`src/pkg/bbs_pkg.sv`:
```
// Constants and state type for the backup battery switchover sequencer
// Overview of operation
// - Below off threshold: select battery, force supply measurement value to zero.
// - Alarm delay zero requests malfunction message at once, else after delay.
// - Each switchover onto battery pulses battery-switch log event with value one.
// - During alarm delay on battery, everything runs except battery-disabled loads.
// - Recovery above threshold during delay returns to main, logs value zero.
// - Recovery during delay cancels pending malfunction request for that event.
// - Delay expiry while still below recover threshold asserts malfunction request.
// - On battery: analogue outputs, relay LEDs, serial 5V and relay drives off.
// - Battery indicator LED lit while connecting to send the malfunction message.
// - After message sent, disconnect battery and switch indicator LED off.
// - Supply partly present after disconnect: monitor only until gone or recovered.
// - From monitor-only, recovery resumes normal operation and logs supply restored.
package bbs_pkg;
    localparam int unsigned DELAY_W         = 16;
    localparam logic [15:0] DELAY_ZERO      = 16'h0000;
    localparam logic [15:0] DELAY_STEP      = 16'h0001;
    localparam logic        LOG_VAL_BATTERY = 1'h1;
    localparam logic        LOG_VAL_MAIN    = 1'h0;

    typedef enum logic [2:0] {
        BBS_MAIN,
        BBS_DELAY,
        BBS_REPORT,
        BBS_MONITOR,
        BBS_OFF
    } bbs_state_t;
endpackage

```
`src/core/bbs_sequencer.sv`:
```
// Backup battery switchover sequencer
module bbs_sequencer (
    // Clock and reset
    input  wire logic        mclk_in,
    input  wire logic        rstn_in,
    // Comparator flags, already synchronised
    input  wire logic        supply_below_off_in,
    input  wire logic        supply_above_recover_in,
    input  wire logic        supply_absent_in,
    // Alarm delay configuration and slow tick
    input  wire logic [15:0] alarm_delay_in,
    input  wire logic        delay_tick_in,
    // System controller handshake
    input  wire logic        report_done_in,
    // Supply selection and measurement
    output logic             battery_select_out,
    output logic             supply_meas_zero_out,
    // Message request and log events
    output logic             malfunction_req_out,
    output logic             log_battery_switch_out,
    output logic             log_battery_value_out,
    output logic             log_supply_restored_out,
    // Load enables, battery indicator and monitor-only flag
    output logic             analog_out_en_out,
    output logic             relay_led_en_out,
    output logic             serial_aux_en_out,
    output logic             relay_drive_en_out,
    output logic             battery_led_out,
    output logic             monitor_only_out
);
    bbs_pkg::bbs_state_t state_reg;
    bbs_pkg::bbs_state_t state_next;
    logic [15:0]         delay_cnt_reg;
    logic                delay_done;

    // Zero delay counts as already expired
    assign delay_done = (delay_cnt_reg == bbs_pkg::DELAY_ZERO);

    // Switchover decode, shared by the counter, the log and the checks
    function automatic logic switch_start(input bbs_pkg::bbs_state_t st,
                                          input logic                below);
        return (st == bbs_pkg::BBS_MAIN) && below;
    endfunction

    // Return to main from either waiting state
    function automatic logic restore_start(input bbs_pkg::bbs_state_t st,
                                           input logic                above);
        return ((st == bbs_pkg::BBS_MONITOR) || (st == bbs_pkg::BBS_OFF)) && above;
    endfunction

    // Loads and the live measurement follow the main state only
    function automatic logic on_main(input bbs_pkg::bbs_state_t st);
        return st == bbs_pkg::BBS_MAIN;
    endfunction

    always_comb begin
        state_next = state_reg;
        case (state_reg)
            bbs_pkg::BBS_MAIN: begin
                if (supply_below_off_in) begin
                    state_next = bbs_pkg::BBS_DELAY;
                end
            end
            bbs_pkg::BBS_DELAY: begin
                if (supply_above_recover_in) begin
                    state_next = bbs_pkg::BBS_MAIN;
                end else if (delay_done) begin
                    state_next = bbs_pkg::BBS_REPORT;
                end
            end
            bbs_pkg::BBS_REPORT: begin
                if (report_done_in) begin
                    state_next = supply_absent_in ? bbs_pkg::BBS_OFF : bbs_pkg::BBS_MONITOR;
                end
            end
            bbs_pkg::BBS_MONITOR: begin
                if (supply_above_recover_in) begin
                    state_next = bbs_pkg::BBS_MAIN;
                end else if (supply_absent_in) begin
                    state_next = bbs_pkg::BBS_OFF;
                end
            end
            bbs_pkg::BBS_OFF: begin
                // Power returning after full loss restarts normally
                if (supply_above_recover_in) begin
                    state_next = bbs_pkg::BBS_MAIN;
                end
            end
            default: state_next = bbs_pkg::BBS_MAIN;
        endcase
    end

    always_ff @(posedge mclk_in) begin
        if (!rstn_in) begin
            state_reg <= bbs_pkg::BBS_MAIN;
        end else begin
            state_reg <= state_next;
        end
    end

    // delay loaded on switchover, counts slow ticks
    always_ff @(posedge mclk_in) begin
        if (!rstn_in) begin
            delay_cnt_reg <= bbs_pkg::DELAY_ZERO;
        end else if (switch_start(state_reg, supply_below_off_in)) begin
            delay_cnt_reg <= alarm_delay_in;
        end else if (state_reg == bbs_pkg::BBS_DELAY && delay_tick_in && !delay_done) begin
            delay_cnt_reg <= delay_cnt_reg - bbs_pkg::DELAY_STEP;
        end
    end

    always_ff @(posedge mclk_in) begin
        if (!rstn_in) begin
            log_battery_switch_out  <= 1'h0;
            log_battery_value_out   <= bbs_pkg::LOG_VAL_MAIN;
            log_supply_restored_out <= 1'h0;
        end else begin
            // pulses drop on their own; the value holds for slow readers
            log_battery_switch_out  <= 1'h0;
            log_supply_restored_out <= 1'h0;
            if (switch_start(state_reg, supply_below_off_in)) begin
                log_battery_switch_out <= 1'h1;
                log_battery_value_out  <= bbs_pkg::LOG_VAL_BATTERY;
            end else if (state_reg == bbs_pkg::BBS_DELAY && supply_above_recover_in) begin
                log_battery_switch_out <= 1'h1;
                log_battery_value_out  <= bbs_pkg::LOG_VAL_MAIN;
            end else if (restore_start(state_reg, supply_above_recover_in)) begin
                log_supply_restored_out <= 1'h1;
            end
        end
    end

    // Outputs decoded from next state so they align with state_reg
    always_ff @(posedge mclk_in) begin
        if (!rstn_in) begin
            battery_select_out   <= 1'h0;
            supply_meas_zero_out <= 1'h0;
            malfunction_req_out  <= 1'h0;
            battery_led_out      <= 1'h0;
            monitor_only_out     <= 1'h0;
            analog_out_en_out    <= 1'h1;
            relay_led_en_out     <= 1'h1;
            serial_aux_en_out    <= 1'h1;
            relay_drive_en_out   <= 1'h1;
        end else begin
            battery_select_out   <= (state_next == bbs_pkg::BBS_DELAY)
                                    || (state_next == bbs_pkg::BBS_REPORT);
            supply_meas_zero_out <= !on_main(state_next);
            // request only after expiry, never from DELAY
            malfunction_req_out  <= (state_next == bbs_pkg::BBS_REPORT);
            battery_led_out      <= (state_next == bbs_pkg::BBS_REPORT);
            // battery already released; only the comparators stay live
            monitor_only_out     <= (state_next == bbs_pkg::BBS_MONITOR);
            // loads run only on main supply
            // Relays drop at once so the contacts rest normally open
            analog_out_en_out    <= on_main(state_next);
            relay_led_en_out     <= on_main(state_next);
            serial_aux_en_out    <= on_main(state_next);
            relay_drive_en_out   <= on_main(state_next);
        end
    end

    property p_switch_log;
        @(posedge mclk_in) disable iff (!rstn_in)
        switch_start(state_reg, supply_below_off_in)
            |=> log_battery_switch_out && log_battery_value_out && battery_select_out;
    endproperty
    a_switch_log: assert property (p_switch_log) else $error("No battery log on switchover");

    property p_meas_zero;
        @(posedge mclk_in) disable iff (!rstn_in)
        battery_select_out |-> supply_meas_zero_out;
    endproperty
    a_meas_zero: assert property (p_meas_zero) else $error("Measurement not zero");

    property p_zero_delay;
        @(posedge mclk_in) disable iff (!rstn_in)
        (switch_start(state_reg, supply_below_off_in) && alarm_delay_in == bbs_pkg::DELAY_ZERO)
            ##1 !supply_above_recover_in |=> malfunction_req_out;
    endproperty
    a_zero_delay: assert property (p_zero_delay) else $error("Zero delay not immediate");

    property p_recover_log;
        @(posedge mclk_in) disable iff (!rstn_in)
        (state_reg == bbs_pkg::BBS_DELAY && supply_above_recover_in)
            |=> log_battery_switch_out && !log_battery_value_out && !battery_select_out;
    endproperty
    a_recover_log: assert property (p_recover_log) else $error("Bad recovery log");

    property p_no_req_recover;
        @(posedge mclk_in) disable iff (!rstn_in)
        (state_reg == bbs_pkg::BBS_DELAY && supply_above_recover_in) |=> !malfunction_req_out;
    endproperty
    a_no_req_recover: assert property (p_no_req_recover) else $error("Request not cancelled");

    property p_expiry;
        @(posedge mclk_in) disable iff (!rstn_in)
        (state_reg == bbs_pkg::BBS_DELAY && delay_done && !supply_above_recover_in)
            |=> malfunction_req_out && battery_led_out;
    endproperty
    a_expiry: assert property (p_expiry) else $error("No request at expiry");

    property p_loads_off;
        @(posedge mclk_in) disable iff (!rstn_in)
        battery_select_out |-> !analog_out_en_out && !relay_led_en_out
            && !serial_aux_en_out && !relay_drive_en_out;
    endproperty
    a_loads_off: assert property (p_loads_off) else $error("Load on while on battery");

    property p_release;
        @(posedge mclk_in) disable iff (!rstn_in)
        (state_reg == bbs_pkg::BBS_REPORT && report_done_in)
            |=> !battery_select_out && !battery_led_out;
    endproperty
    a_release: assert property (p_release) else $error("Battery not released");

    property p_restore;
        @(posedge mclk_in) disable iff (!rstn_in)
        (state_reg == bbs_pkg::BBS_MONITOR && supply_above_recover_in)
            |=> log_supply_restored_out && analog_out_en_out;
    endproperty
    a_restore: assert property (p_restore) else $error("No restore");

    property p_pulse;
        @(posedge mclk_in) disable iff (!rstn_in)
        log_battery_switch_out |=> !log_battery_switch_out;
    endproperty
    a_pulse: assert property (p_pulse) else $error("Log longer than a cycle");

    property p_restored_pulse;
        @(posedge mclk_in) disable iff (!rstn_in)
        log_supply_restored_out |=> !log_supply_restored_out;
    endproperty
    a_restored_pulse: assert property (p_restored_pulse) else $error("Long restore log");

    // One tick takes exactly one off the count, never wrapping below zero
    property p_count_step;
        @(posedge mclk_in) disable iff (!rstn_in)
        (state_reg == bbs_pkg::BBS_DELAY && delay_tick_in && !delay_done)
            |=> delay_cnt_reg == $past(delay_cnt_reg) - bbs_pkg::DELAY_STEP;
    endproperty
    a_count_step: assert property (p_count_step) else $error("Delay count step wrong");

    property p_delay_quiet;
        @(posedge mclk_in) disable iff (!rstn_in)
        (state_reg == bbs_pkg::BBS_DELAY) |-> battery_select_out && !malfunction_req_out;
    endproperty
    a_delay_quiet: assert property (p_delay_quiet) else $error("Request during delay");

    property p_main_loads;
        @(posedge mclk_in) disable iff (!rstn_in)
        !supply_meas_zero_out |-> analog_out_en_out && relay_led_en_out
            && serial_aux_en_out && relay_drive_en_out;
    endproperty
    a_main_loads: assert property (p_main_loads) else $error("Load off on main supply");

    property p_led_report;
        @(posedge mclk_in) disable iff (!rstn_in)
        battery_led_out |-> malfunction_req_out && battery_select_out;
    endproperty
    a_led_report: assert property (p_led_report) else $error("Indicator without report");

    property p_monitor_quiet;
        @(posedge mclk_in) disable iff (!rstn_in)
        monitor_only_out |-> !battery_select_out && !malfunction_req_out
            && !analog_out_en_out && !relay_drive_en_out;
    endproperty
    a_monitor_quiet: assert property (p_monitor_quiet) else $error("Monitor not quiet");

    property p_vanish;
        @(posedge mclk_in) disable iff (!rstn_in)
        (state_reg == bbs_pkg::BBS_MONITOR && supply_absent_in && !supply_above_recover_in)
            |=> !monitor_only_out;
    endproperty
    a_vanish: assert property (p_vanish) else $error("Monitor kept after supply loss");

    property p_restore_off;
        @(posedge mclk_in) disable iff (!rstn_in)
        (state_reg == bbs_pkg::BBS_OFF && supply_above_recover_in)
            |=> log_supply_restored_out && relay_drive_en_out;
    endproperty
    a_restore_off: assert property (p_restore_off) else $error("No restore after loss");

    c_switch: cover property (@(posedge mclk_in) disable iff (!rstn_in)
        log_battery_switch_out && log_battery_value_out);
    c_recover: cover property (@(posedge mclk_in) disable iff (!rstn_in)
        log_battery_switch_out && !log_battery_value_out);
    c_monitor: cover property (@(posedge mclk_in) disable iff (!rstn_in) monitor_only_out);
    c_restore: cover property (@(posedge mclk_in) disable iff (!rstn_in) log_supply_restored_out);
    c_expire: cover property (@(posedge mclk_in) disable iff (!rstn_in) malfunction_req_out);
endmodule

```
`config.mk`:
```
export PLATFORM = sky130hd
export DESIGN_NAME = bbs_sequencer
export DESIGN_NICKNAME = d
export VERILOG_FILES = /design/src/pkg/bbs_pkg.sv /design/src/core/bbs_sequencer.sv
export SDC_FILE = /design/constraint.sdc
export NUM_CORES = 1
export LEC_CHECK = 0
export BUFFER_PORTS_ARGS = -buffer_cell sky130_fd_sc_hd__buf_2
export CORE_MARGIN = 2
export CORE_UTILIZATION = 43
export CTS_CLUSTER_SIZE = 30
export DETAILED_ROUTE_END_ITERATION = 8
export GPL_TIMING_DRIVEN = 0
export PLACE_DENSITY = 0.66
export RECOVER_POWER = 25
export SYNTH_ARGS = -nofsm -noshare
export SYNTH_HDL_FRONTEND = slang
export SYNTH_SLANG_ARGS = --single-unit
```
`constraint.sdc`:
```
create_clock -name mclk_in -period 4.27 [get_ports mclk_in]
set_input_delay 0.6405 -clock mclk_in [delete_from_list [all_inputs] [get_ports mclk_in]]
set_output_delay 0.6405 -clock mclk_in [all_outputs]
set_load 0.01 [all_outputs]
```
# Word-level counts from Yosys, hierarchy flattened
# Cells that the tools add are included.
[totals]
output_inout_bits = 12
wordCells = 50
ff_bits = 27
[classes]
bitwise = 1
mux = 16
add_sub_neg = 1
eq_ne = 7
n_reduce_logical = 15
[op_table]
columns = ["op", "n"]
rows = [
  ["$mux 16", 2],
  ["$mux 3", 8],
  ["$logic_not 16->1", 1],
  ["$sub 16x1->16 const B", 1],
  ["$pmux 3 s5", 1],
  ["$eq 3x2->1 const B", 4],
  ["$eq 3x1->1 const B", 2],
  ["$logic_not 3->1", 2],
  ["$logic_and 1x1->1", 5],
  ["$mux 1", 5],
  ["$reduce_bool 2->1", 2],
  ["$eq 3x3->1 const B", 1],
  ["$reduce_or 3->1", 1],
  ["$logic_not 1->1", 2],
  ["$logic_or 1x1->1", 2],
  ["$not 1->1", 1],
]

# Logic depth before layout (Yosys ltp)
# Gate-level depths: netlist of run 1.
[depth]
depth_word = 6
ltp_mapped = 7

# Least setup slack after synthesis of run 1
# OpenSTA, ideal clock, no wires.
[synth_path]
kind = "in2reg"
startpoint = "input port delay_tick_in"
endpoint = "register delay_cnt_reg[14]"
t_arrival_ns = 1.936
slack_ns = 2.260
setup_time_ns = 0.074
n_path_buf = 1
cell_stages = 5
cell_sequence = "nor4bb_1 -> buf_2 -> nand4_1 -> or4_2 -> a31oi_1"
[synth_between]
elab_chain_len = 3
[synth_rtl]
columns = ["item", "line", "text"]
rows = [
  ["start, declared", "bbs_sequencer.sv:12", "input wire logic delay_tick_in,"],
  ["$logic_and 1x1->1 (2 in series)", "bbs_sequencer.sv:107", "end else if (state_reg == bbs_pkg::BBS_DELAY && delay_tick_in && !delay_done) begin"],
  ["$reduce_bool 2->1 (no source line)", "--", ""],
  ["end signal, assigned", "bbs_sequencer.sv:104", "delay_cnt_reg <= bbs_pkg::DELAY_ZERO;"],
  ["end signal, assigned", "bbs_sequencer.sv:106", "delay_cnt_reg <= alarm_delay_in;"],
  ["end signal, assigned", "bbs_sequencer.sv:108", "delay_cnt_reg <= delay_cnt_reg - bbs_pkg::DELAY_STEP;"],
  ["end, declared", "bbs_sequencer.sv:33", "logic [15:0] delay_cnt_reg;"],
]
# Every way passes these cells.
# A chain may end at the register's enable or synchronous reset.

# Worst setup path after layout of run 1
[layout_path]
startpoint = "register delay_cnt_reg[0]"
endpoint = "register delay_cnt_reg[0]"
[layout_between]
elab_chain_len = 4
elab_cells_between_ends = 7
cone_classes = "1 x add/sub; 2 x mux; 4 x reduce/logical"
[layout_rtl]
columns = ["item"]
rows = [
  ["branches (longest 4 deep; another with $sub 16x1->16)"],
]
# Several ways; the timed one is not identified. The select of a mux whose other input is x is not followed.

==> summary.md, run 1 <==
| Metric | Value |
|---|---|
| Cts hold-fix bufs | 0 |
| Largest register FFs | 16 |
| Area of the multi-input gates | 853.3 um2 |
| Met3 Usage GRT | 0.02883 |
| Initial antenna violation count | 0 |
| Fin crit period | 2.256 ns |
| Mapped Cells | 179 |
| Drt first pass iters | 5 |
| Register area share after synthesis | 0.3658 |
| Final WS setup | 2.014 ns |
| H-tree levels | 1 |
| Final Slew Violations | 0 |
| Vias in the first global route | 1,481 |
| GRT met2 Usage | 0.3642 |
| Max_cap viols | 0 |
| R2R depth | 7 |
| Final Setup Violations | 0 |
| Element type at the critical path end | flip-flop |
| Period utilisation layout | 0.5283 |
| Post-route ant nets | 0 |
| RR Startpoint | delay_cnt_reg[0] |
| Leak Pwr | 0.6359 nW |
| Total Routing Usage GR | 0.2085 |
| Worst skew pair latency | 0.33 ns |
| Min-delay worst type | input port to flip-flop |
| DRC viols | 0 |
| Die Span Y | 62.62 um |
| Fillers | 348 |
| Synthesized net count | 203 |
| Comb pwr share | 0.233 |
| Met1 usage | 0.2635 |
| I/O pin count | 35 |
| Kind of critical path | flip-flop to flip-flop |
| RSZ-0062 raised after global routing | false |
| Netlist cell types | 45 |
| Num Clock Sinks | 27 |
| Die Footprint | 0.003921 mm2 |
| Top cells by area, synth | dfxtp_1, o21ai_0, a31oi_1 |
| Post-cts resize count | 0 |
| Number of antenna diodes | 0 |
| Total grt overflow | 0 |
| Synth top area share | 0.3658 |
| Crit-path max FO | 10 |
| TritonCTS clock tree | built |
| Fraction of layout cells with a size suffix above 1 | 0.1982 |
| Fin. Hold Viols | 0 |
| Area grow syn2layout | 16.60% |
| Initial DRC Count | 101 |
| CP Data Required Time | 4.52 ns |
| Switching power | 166.9 uW |
| Setup crit start kind | flip-flop |
| Slew @ Worst Pin | 0.9900 ns |
| End of the critical path | delay_cnt_reg[0] |
| Busiest grt layer | met2 |
| Relative slew margins | 0.3383 |
| YS warnings | 0 |
| First-pass GRT wire length | 6.748 mm |
| Status | finished clean |
| Post-CTS Setup Inserts | 0 |
| WHS Path Cells | 3 |
| Pre-CTS WS | 1.924 ns |
| R2R Path End | delay_cnt_reg[0] |
| WL/cell | 14.33 um |
| Initial Util | 0.4463 |
| Detailed placer's ending HPWL | 2.747 mm |
| WP data arrival | 2.51 ns |
| Vias | 1,562 |
| Power per cell area | 305.8 mW/mm2 |
| Post-Route Setup TNS | 0 ns |
| Cell Rows | 21 |
| Input/output buffers | 34 |
| Final Skew | 0.009416 ns |
| Register area | 540.5 um2 |
| Die width | 62.62 um |
| Final nets | 242 |
| Clock Pin Slew Worst Setup and Hold Paths | 0.15 ns |
| Buffers from clock root to sink, at most | 2 |
| Slack of the worst reg-to-reg path | 2.01 ns |
| Synth Register Bits | 27 |
| Root Buffer | clkbuf_4 |
| Largest net degree at the start of global routing | 16 |
| Synthesized cell area | 0.001478 mm2 |
| Cts bufs inserted | 3 |
| Max VDD drop | 131.5 uV |
| Flop pwr share | 0.554 |
| Worst setup path startpoint | delay_cnt_reg[0] |
| Synth area leader | dfxtp_1 |
| Core Region | 0.003311 mm2 |
| Commonest non-fill, non-tap cells in the layout | buf_2, dfxtp_1, o21ai_0, clkbuf_1, nor2_1 |
| RD Place Congestion | 0.8318 |
| Mapped Avg Cell Area | 8.255 um2 |
| Clock power frac | 0.213 |
| Sw frac | 0.3167 |
| F_max | 443.3 MHz |
| Post-Route WL | 3.768 mm |
| P_int | 360.0 uW |
| Via density | 5.939 |
| Final Power | 526.8 uW |
-- power groups by stage --
stage | combinational (mW) | sequential [mW] | clock (mW)
floorplan | 0.0844 | 0.293 | 0
global placement | 0.121 | 0.295 | 0
detailed placement | 0.123 | 0.296 | 0
CTS | 0.124 | 0.291 | 0.119
global route | 0.139 | 0.295 | 0.132
finish | 0.123 | 0.292 | 0.112
-- worst min-delay path by stage --
stage                                     start               endpoint  slack, ns
after floorplan                delay_cnt_reg[9]       delay_cnt_reg[9]       0.47
after global placement    log_battery_value_out  log_battery_value_out       0.49
after detailed placement  log_battery_value_out  log_battery_value_out       0.51
after CTS                     alarm_delay_in[1]       delay_cnt_reg[1]       0.53
after global routing          alarm_delay_in[1]       delay_cnt_reg[1]       0.53
final                         alarm_delay_in[1]       delay_cnt_reg[1]       0.53
-- Yosys cell counts --
cell and instances:
or4_1 7, nor3b_1 2, o41ai_1 2, or4_4 1, o21a_1 1, or4b_4 1
nor4_1 5, nor4_2 1, nand4b_1 1, a31oi_1 9, clkbuf_1 10, and4_1 2
nand4_1 3, and3_1 2, or3_2 1, nor4bb_1 2, or4b_2 1, a21oi_1 6
buf_4 4, o31ai_1 5, nand2_1 9, nor3_1 5, a2bb2oi_1 1, or4_2 1
nand3_1 6, nand2b_1 3, ha_1 1, nand4bb_1 1, nor4b_2 1, and2_1 1
nand3b_1 1, or3b_2 1, dfxtp_1 27, nor2b_1 2, a211oi_1 3, o21ai_0 19
o2111ai_1 2, inv_1 3, or3_1 4, nor4b_1 2, buf_2 1, and3b_1 1
a311oi_1 3, a211o_1 1, nor2_1 14
-- logic make-up (layout without fill, tap and decap cells) --
kind of cell             count (synthesis)  in the layout  synth area share
AO/OA/AOI/OAI                           52             52            0.2219
buffers and inverters                   18             56           0.05673
flip-flops                              27             27            0.3658
AND/OR/NAND/NOR                         81             81            0.3472
adder cells (fa/ha/maj)                  1              1          0.008466
-- layout make-up --
cell class,instances,share of cell area
inverter,3,0.006536
tap,46,0.03341
multi-input combinational,134,0.4953
clock buffer,3,0.01307
sequential,27,0.3137
timing repair buffer,34,0.09296
buffer,15,0.04212
clock inverter,1,0.002905
-- metal layers --
metal,part of all wire,routed length [um],vias up
met1,0.45,1683,737
met5,0,0,-
met2,0.49,1834,51
met3,0.056,210,4
met4,0.011,40,0
li1,-,-,770
-- worst max-delay path, stage by stage (launching register included) --
cell	delay, ns
dfxtp_1	0.37
inv_1	0.08
ha_1	0.22
nor4b_1	0.35
and4_1	0.36
clkbuf_1	0.39
o21ai_0	0.16
a311oi_1	0.26
-- per-stage QoR --
| stage | area (um2) | std cells | hold slack (ns) | util |
|---|---|---|---|---|
| final | 1723 | 263 | 0.5342 | 0.5204 |
| after global routing | 1723 | 263 | 0.5347 | 0.5204 |
| after CTS | 1733 | 263 | 0.5276 | 0.5234 |
| after detailed placement | 1705 | 259 | 0.5078 | 0.5151 |
| after global placement | 1705 | 259 | 0.4904 | 0.5151 |
| after floorplan | 1478 | 179 | 0.4696 | - |
(Power assumes the default switching activity.)
==> run 2: changes to the inputs <==
--- a/config.mk
+++ b/config.mk
@@ -5,13 +5,14 @@
 export SDC_FILE = /design/constraint.sdc
 export NUM_CORES = 1
 export LEC_CHECK = 0
+export ABC_AREA = 1
 export BUFFER_PORTS_ARGS = -buffer_cell sky130_fd_sc_hd__buf_2
 export CORE_MARGIN = 2
 export CORE_UTILIZATION = 43
 export CTS_CLUSTER_SIZE = 30
 export DETAILED_ROUTE_END_ITERATION = 8
 export GPL_TIMING_DRIVEN = 0
-export PLACE_DENSITY = 0.66
+export PLACE_DENSITY = 0.65
 export RECOVER_POWER = 25
 export SYNTH_ARGS = -nofsm -noshare
 export SYNTH_HDL_FRONTEND = slang
==> constraint.sdc (replaced) <==
create_clock -name mclk_in -period 2.1 [get_ports mclk_in]
set_input_delay 0.315 -clock mclk_in [delete_from_list [all_inputs] [get_ports mclk_in]]
set_output_delay 0.315 -clock mclk_in [all_outputs]
set_load 0.01 [all_outputs]
==> run 2 against run 1 <==
Clock power grew to 2.7 times the previous value. Largest power group unchanged. Sequential cell count is the same. Clock-buffer cell count is the same. Largest cell class unchanged. Critical path type unchanged. Final cell count grew 31%. First-iteration DRC count shrank 20%.
==> summary.md, run 2 <==
| Metric | Value |
|---|---|
| Kind of critical path | flip-flop to flip-flop |
| R2R depth | 11 |
| Post-Route Setup TNS | 0 ns |
| WL/cell | 10.85 um |
| Netlist cell types | 29 |
| Final Skew | 0.001359 ns |
| Top cells by count, synth | nand2_1, nor2_1, nand3_1 |
| Drt first pass iters | 4 |
| Final Power | 1.379 mW |
| Register area share after synthesis | 0.3280 |
| Post-synth ARST share | 0 |
| Total grt overflow | 0 |
| Relative slew margins | 0.6896 |
| Root Buffer | clkbuf_8 |
| Final cell count without fillers | 345 |
| Post-CTS Setup Inserts | 0 |
| Placed cell count | 341 |
| Design Area, Final | 0.001914 mm2 |
| Post-cts resize count | 0 |
| Top cells by area, synth | dfxtp_1, nand2_1, nor2_1 |
| First-pass GRT wire length | 6.472 mm |
| Max_cap viols | 0 |
| I/O pin count | 35 |
| H-tree levels | 1 |
| Synthesized net count | 283 |
| Largest net degree at the start of global routing | 16 |
| Die Span Y | 65.91 um |
| Fin crit period | 1.660 ns |
| Area of the multi-input gates | 925.9 um2 |
| Synth Register Bits | 27 |
| Mapped Cells | 259 |
| Element type at the critical path end | flip-flop |
| Mapped Avg Cell Area | 6.362 um2 |
| Final Slew Violations | 0 |
| Number of antenna diodes | 0 |
| Final WS setup | 0.4396 ns |
| EDFF count, synth | 0 |
| Via density | 4.716 |
| Synth area leader | dfxtp_1 |
| Placed cell areas | 0.001878 mm2 |
| Max VDD drop | 368.2 uV |
| Min-delay worst type | input port to flip-flop |
| Setup crit start kind | flip-flop |
| Input/output buffers | 34 |
| F_max | 602.3 MHz |
| Register area | 540.5 um2 |
| Final Setup Violations | 0 |
| Pre-CTS WS | 0.4446 ns |
| Worst skew pair latency | 0.27 ns |
| Core Region | 0.003661 mm2 |
| Total Routing Usage GR | 0.1912 |
| Num Clock Sinks | 27 |
| TritonCTS clock tree | built |
| Commonest non-fill, non-tap cells in the layout | nand2_1, nor2_1, nand3_1, buf_2, dfxtp_1 |
| Fraction of layout cells with a size suffix above 1 | 0.1785 |
| Leak Pwr | 0.9378 nW |
| Detailed placer's ending HPWL | 2.895 mm |
| Cts bufs inserted | 3 |
| Vias | 1,627 |
| Fin. Hold Viols | 0 |
| Power per cell area | 720.5 mW/mm2 |
| Post-Route WL | 3.743 mm |
| CP Data Required Time | 2.28 ns |
| WP data arrival | 1.84 ns |
| Synth top area share | 0.3280 |
| Die width | 65.91 um |
| Main synth FF type | dfxtp_1 |
| Synthesized cell area | 0.001648 mm2 |
| YS warnings | 0 |
| RSZ-0062 raised after global routing | false |
| Fillers | 390 |
| Area grow syn2layout | 16.17% |
| Clock Pin Slew Worst Setup and Hold Paths | 0.09 ns |
| DRC viols | 0 |
| Cts hold-fix bufs | 0 |
| Initial Util | 0.4501 |
| Period utilisation layout | 0.7906 |
| Most common cell after layout, fill and taps aside | nand2_1 |
| Die Footprint | 0.004343 mm2 |
| Crit-path max FO | 10 |
| Count leader, synth | nand2_1 |
| Initial DRC Count | 81 |
| RD Place Congestion | 0.8146 |
| Cell Rows | 22 |
| Largest register FFs | 16 |
| Post-route ant nets | 0 |
| Final nets | 322 |
| Initial antenna violation count | 0 |
| Slew @ Worst Pin | 0.4656 ns |
| WHS Path Cells | 3 |
| Buffers from clock root to sink, at most | 2 |
| Vias in the first global route | 1,448 |
| Status | finished clean |
[run 2: changes by cell type after synthesis, sizes merged, moves of 4 or more]
cell	change
a21oi	+7
a31oi	-9
clkbuf	-9
inv	+25
nand2	+54
nand3	+23
nor2	+38
nor3	-4
nor4	-6
o31ai	-5
or2	+6
or3	-5
or4	-9
[run 2: where the power goes]
part	leakage [nW]	total, mW	internal (mW)	switching [mW]
Clock	0.0255	0.299	0.133	0.166
Combinational	0.690	0.471	0.182	0.288
Sequential	0.223	0.609	0.561	0.0482
[run 2: through the flow]
stage / utilization / hold WS, ns
2_1_floorplan: - / 0.4534
3_3_place_gp: 0.5130 / 0.4515
3_5_place_dp: 0.5130 / 0.4515
4_1_cts: 0.5256 / 0.3287
5_1_grt: 0.5229 / 0.3370
6_report: 0.5229 / 0.3223
[run 2: final cells by class]
type                    instances  share of cell area
clock buffers                   3             0.02157
inverters                      29             0.05686
multi-input cells             194              0.4837
plain buffers                   9             0.03791
well taps                      48             0.03137
clock inverters                 1            0.002614
repair buffers                 34             0.08366
flip-flops and latches         27              0.2824
[run 2: critical path, stage by stage (launching register included)]
cell	delay, ns
dfxtp_1	0.34
inv_1	0.08
ha_1	0.20
nand2_2	0.12
nor2_1	0.12
nand2_1	0.10
nand2_4	0.12
nand2_8	0.09
inv_2	0.18
nand2_1	0.08
nand3_1	0.08
inv_1	0.04
[run 2: routing by layer]
layer  vias up  wire, um  global-route usage
met4         0        41             0.06250
met5         -         0                   0
met1       704      1922              0.2658
met3         5       113             0.02385
li1        894         -                   -
met2        24      1666              0.3056
[run 2: cells by family (layout without fill, tap and decap cells)]
group	Yosys count	count (layout)	share of synthesized area
simple gates	156	156	0.4283
fa+ha+maj	1	1	0.007592
xor+xnor	4	4	0.02126
compound gates	32	32	0.09871
flops	27	27	0.3280
mux	1	1	0.006075
buf+inv	38	76	0.1101
[run 2: path summary, 6_finish.rpt]
kind                              start                     to  slack (ns)
hold / removal        alarm_delay_in[0]       delay_cnt_reg[0]        0.32
hold reg to reg   log_battery_value_out  log_battery_value_out        0.46
setup / recovery       delay_cnt_reg[0]      delay_cnt_reg[12]        0.44
setup reg to reg       delay_cnt_reg[0]      delay_cnt_reg[12]        0.44
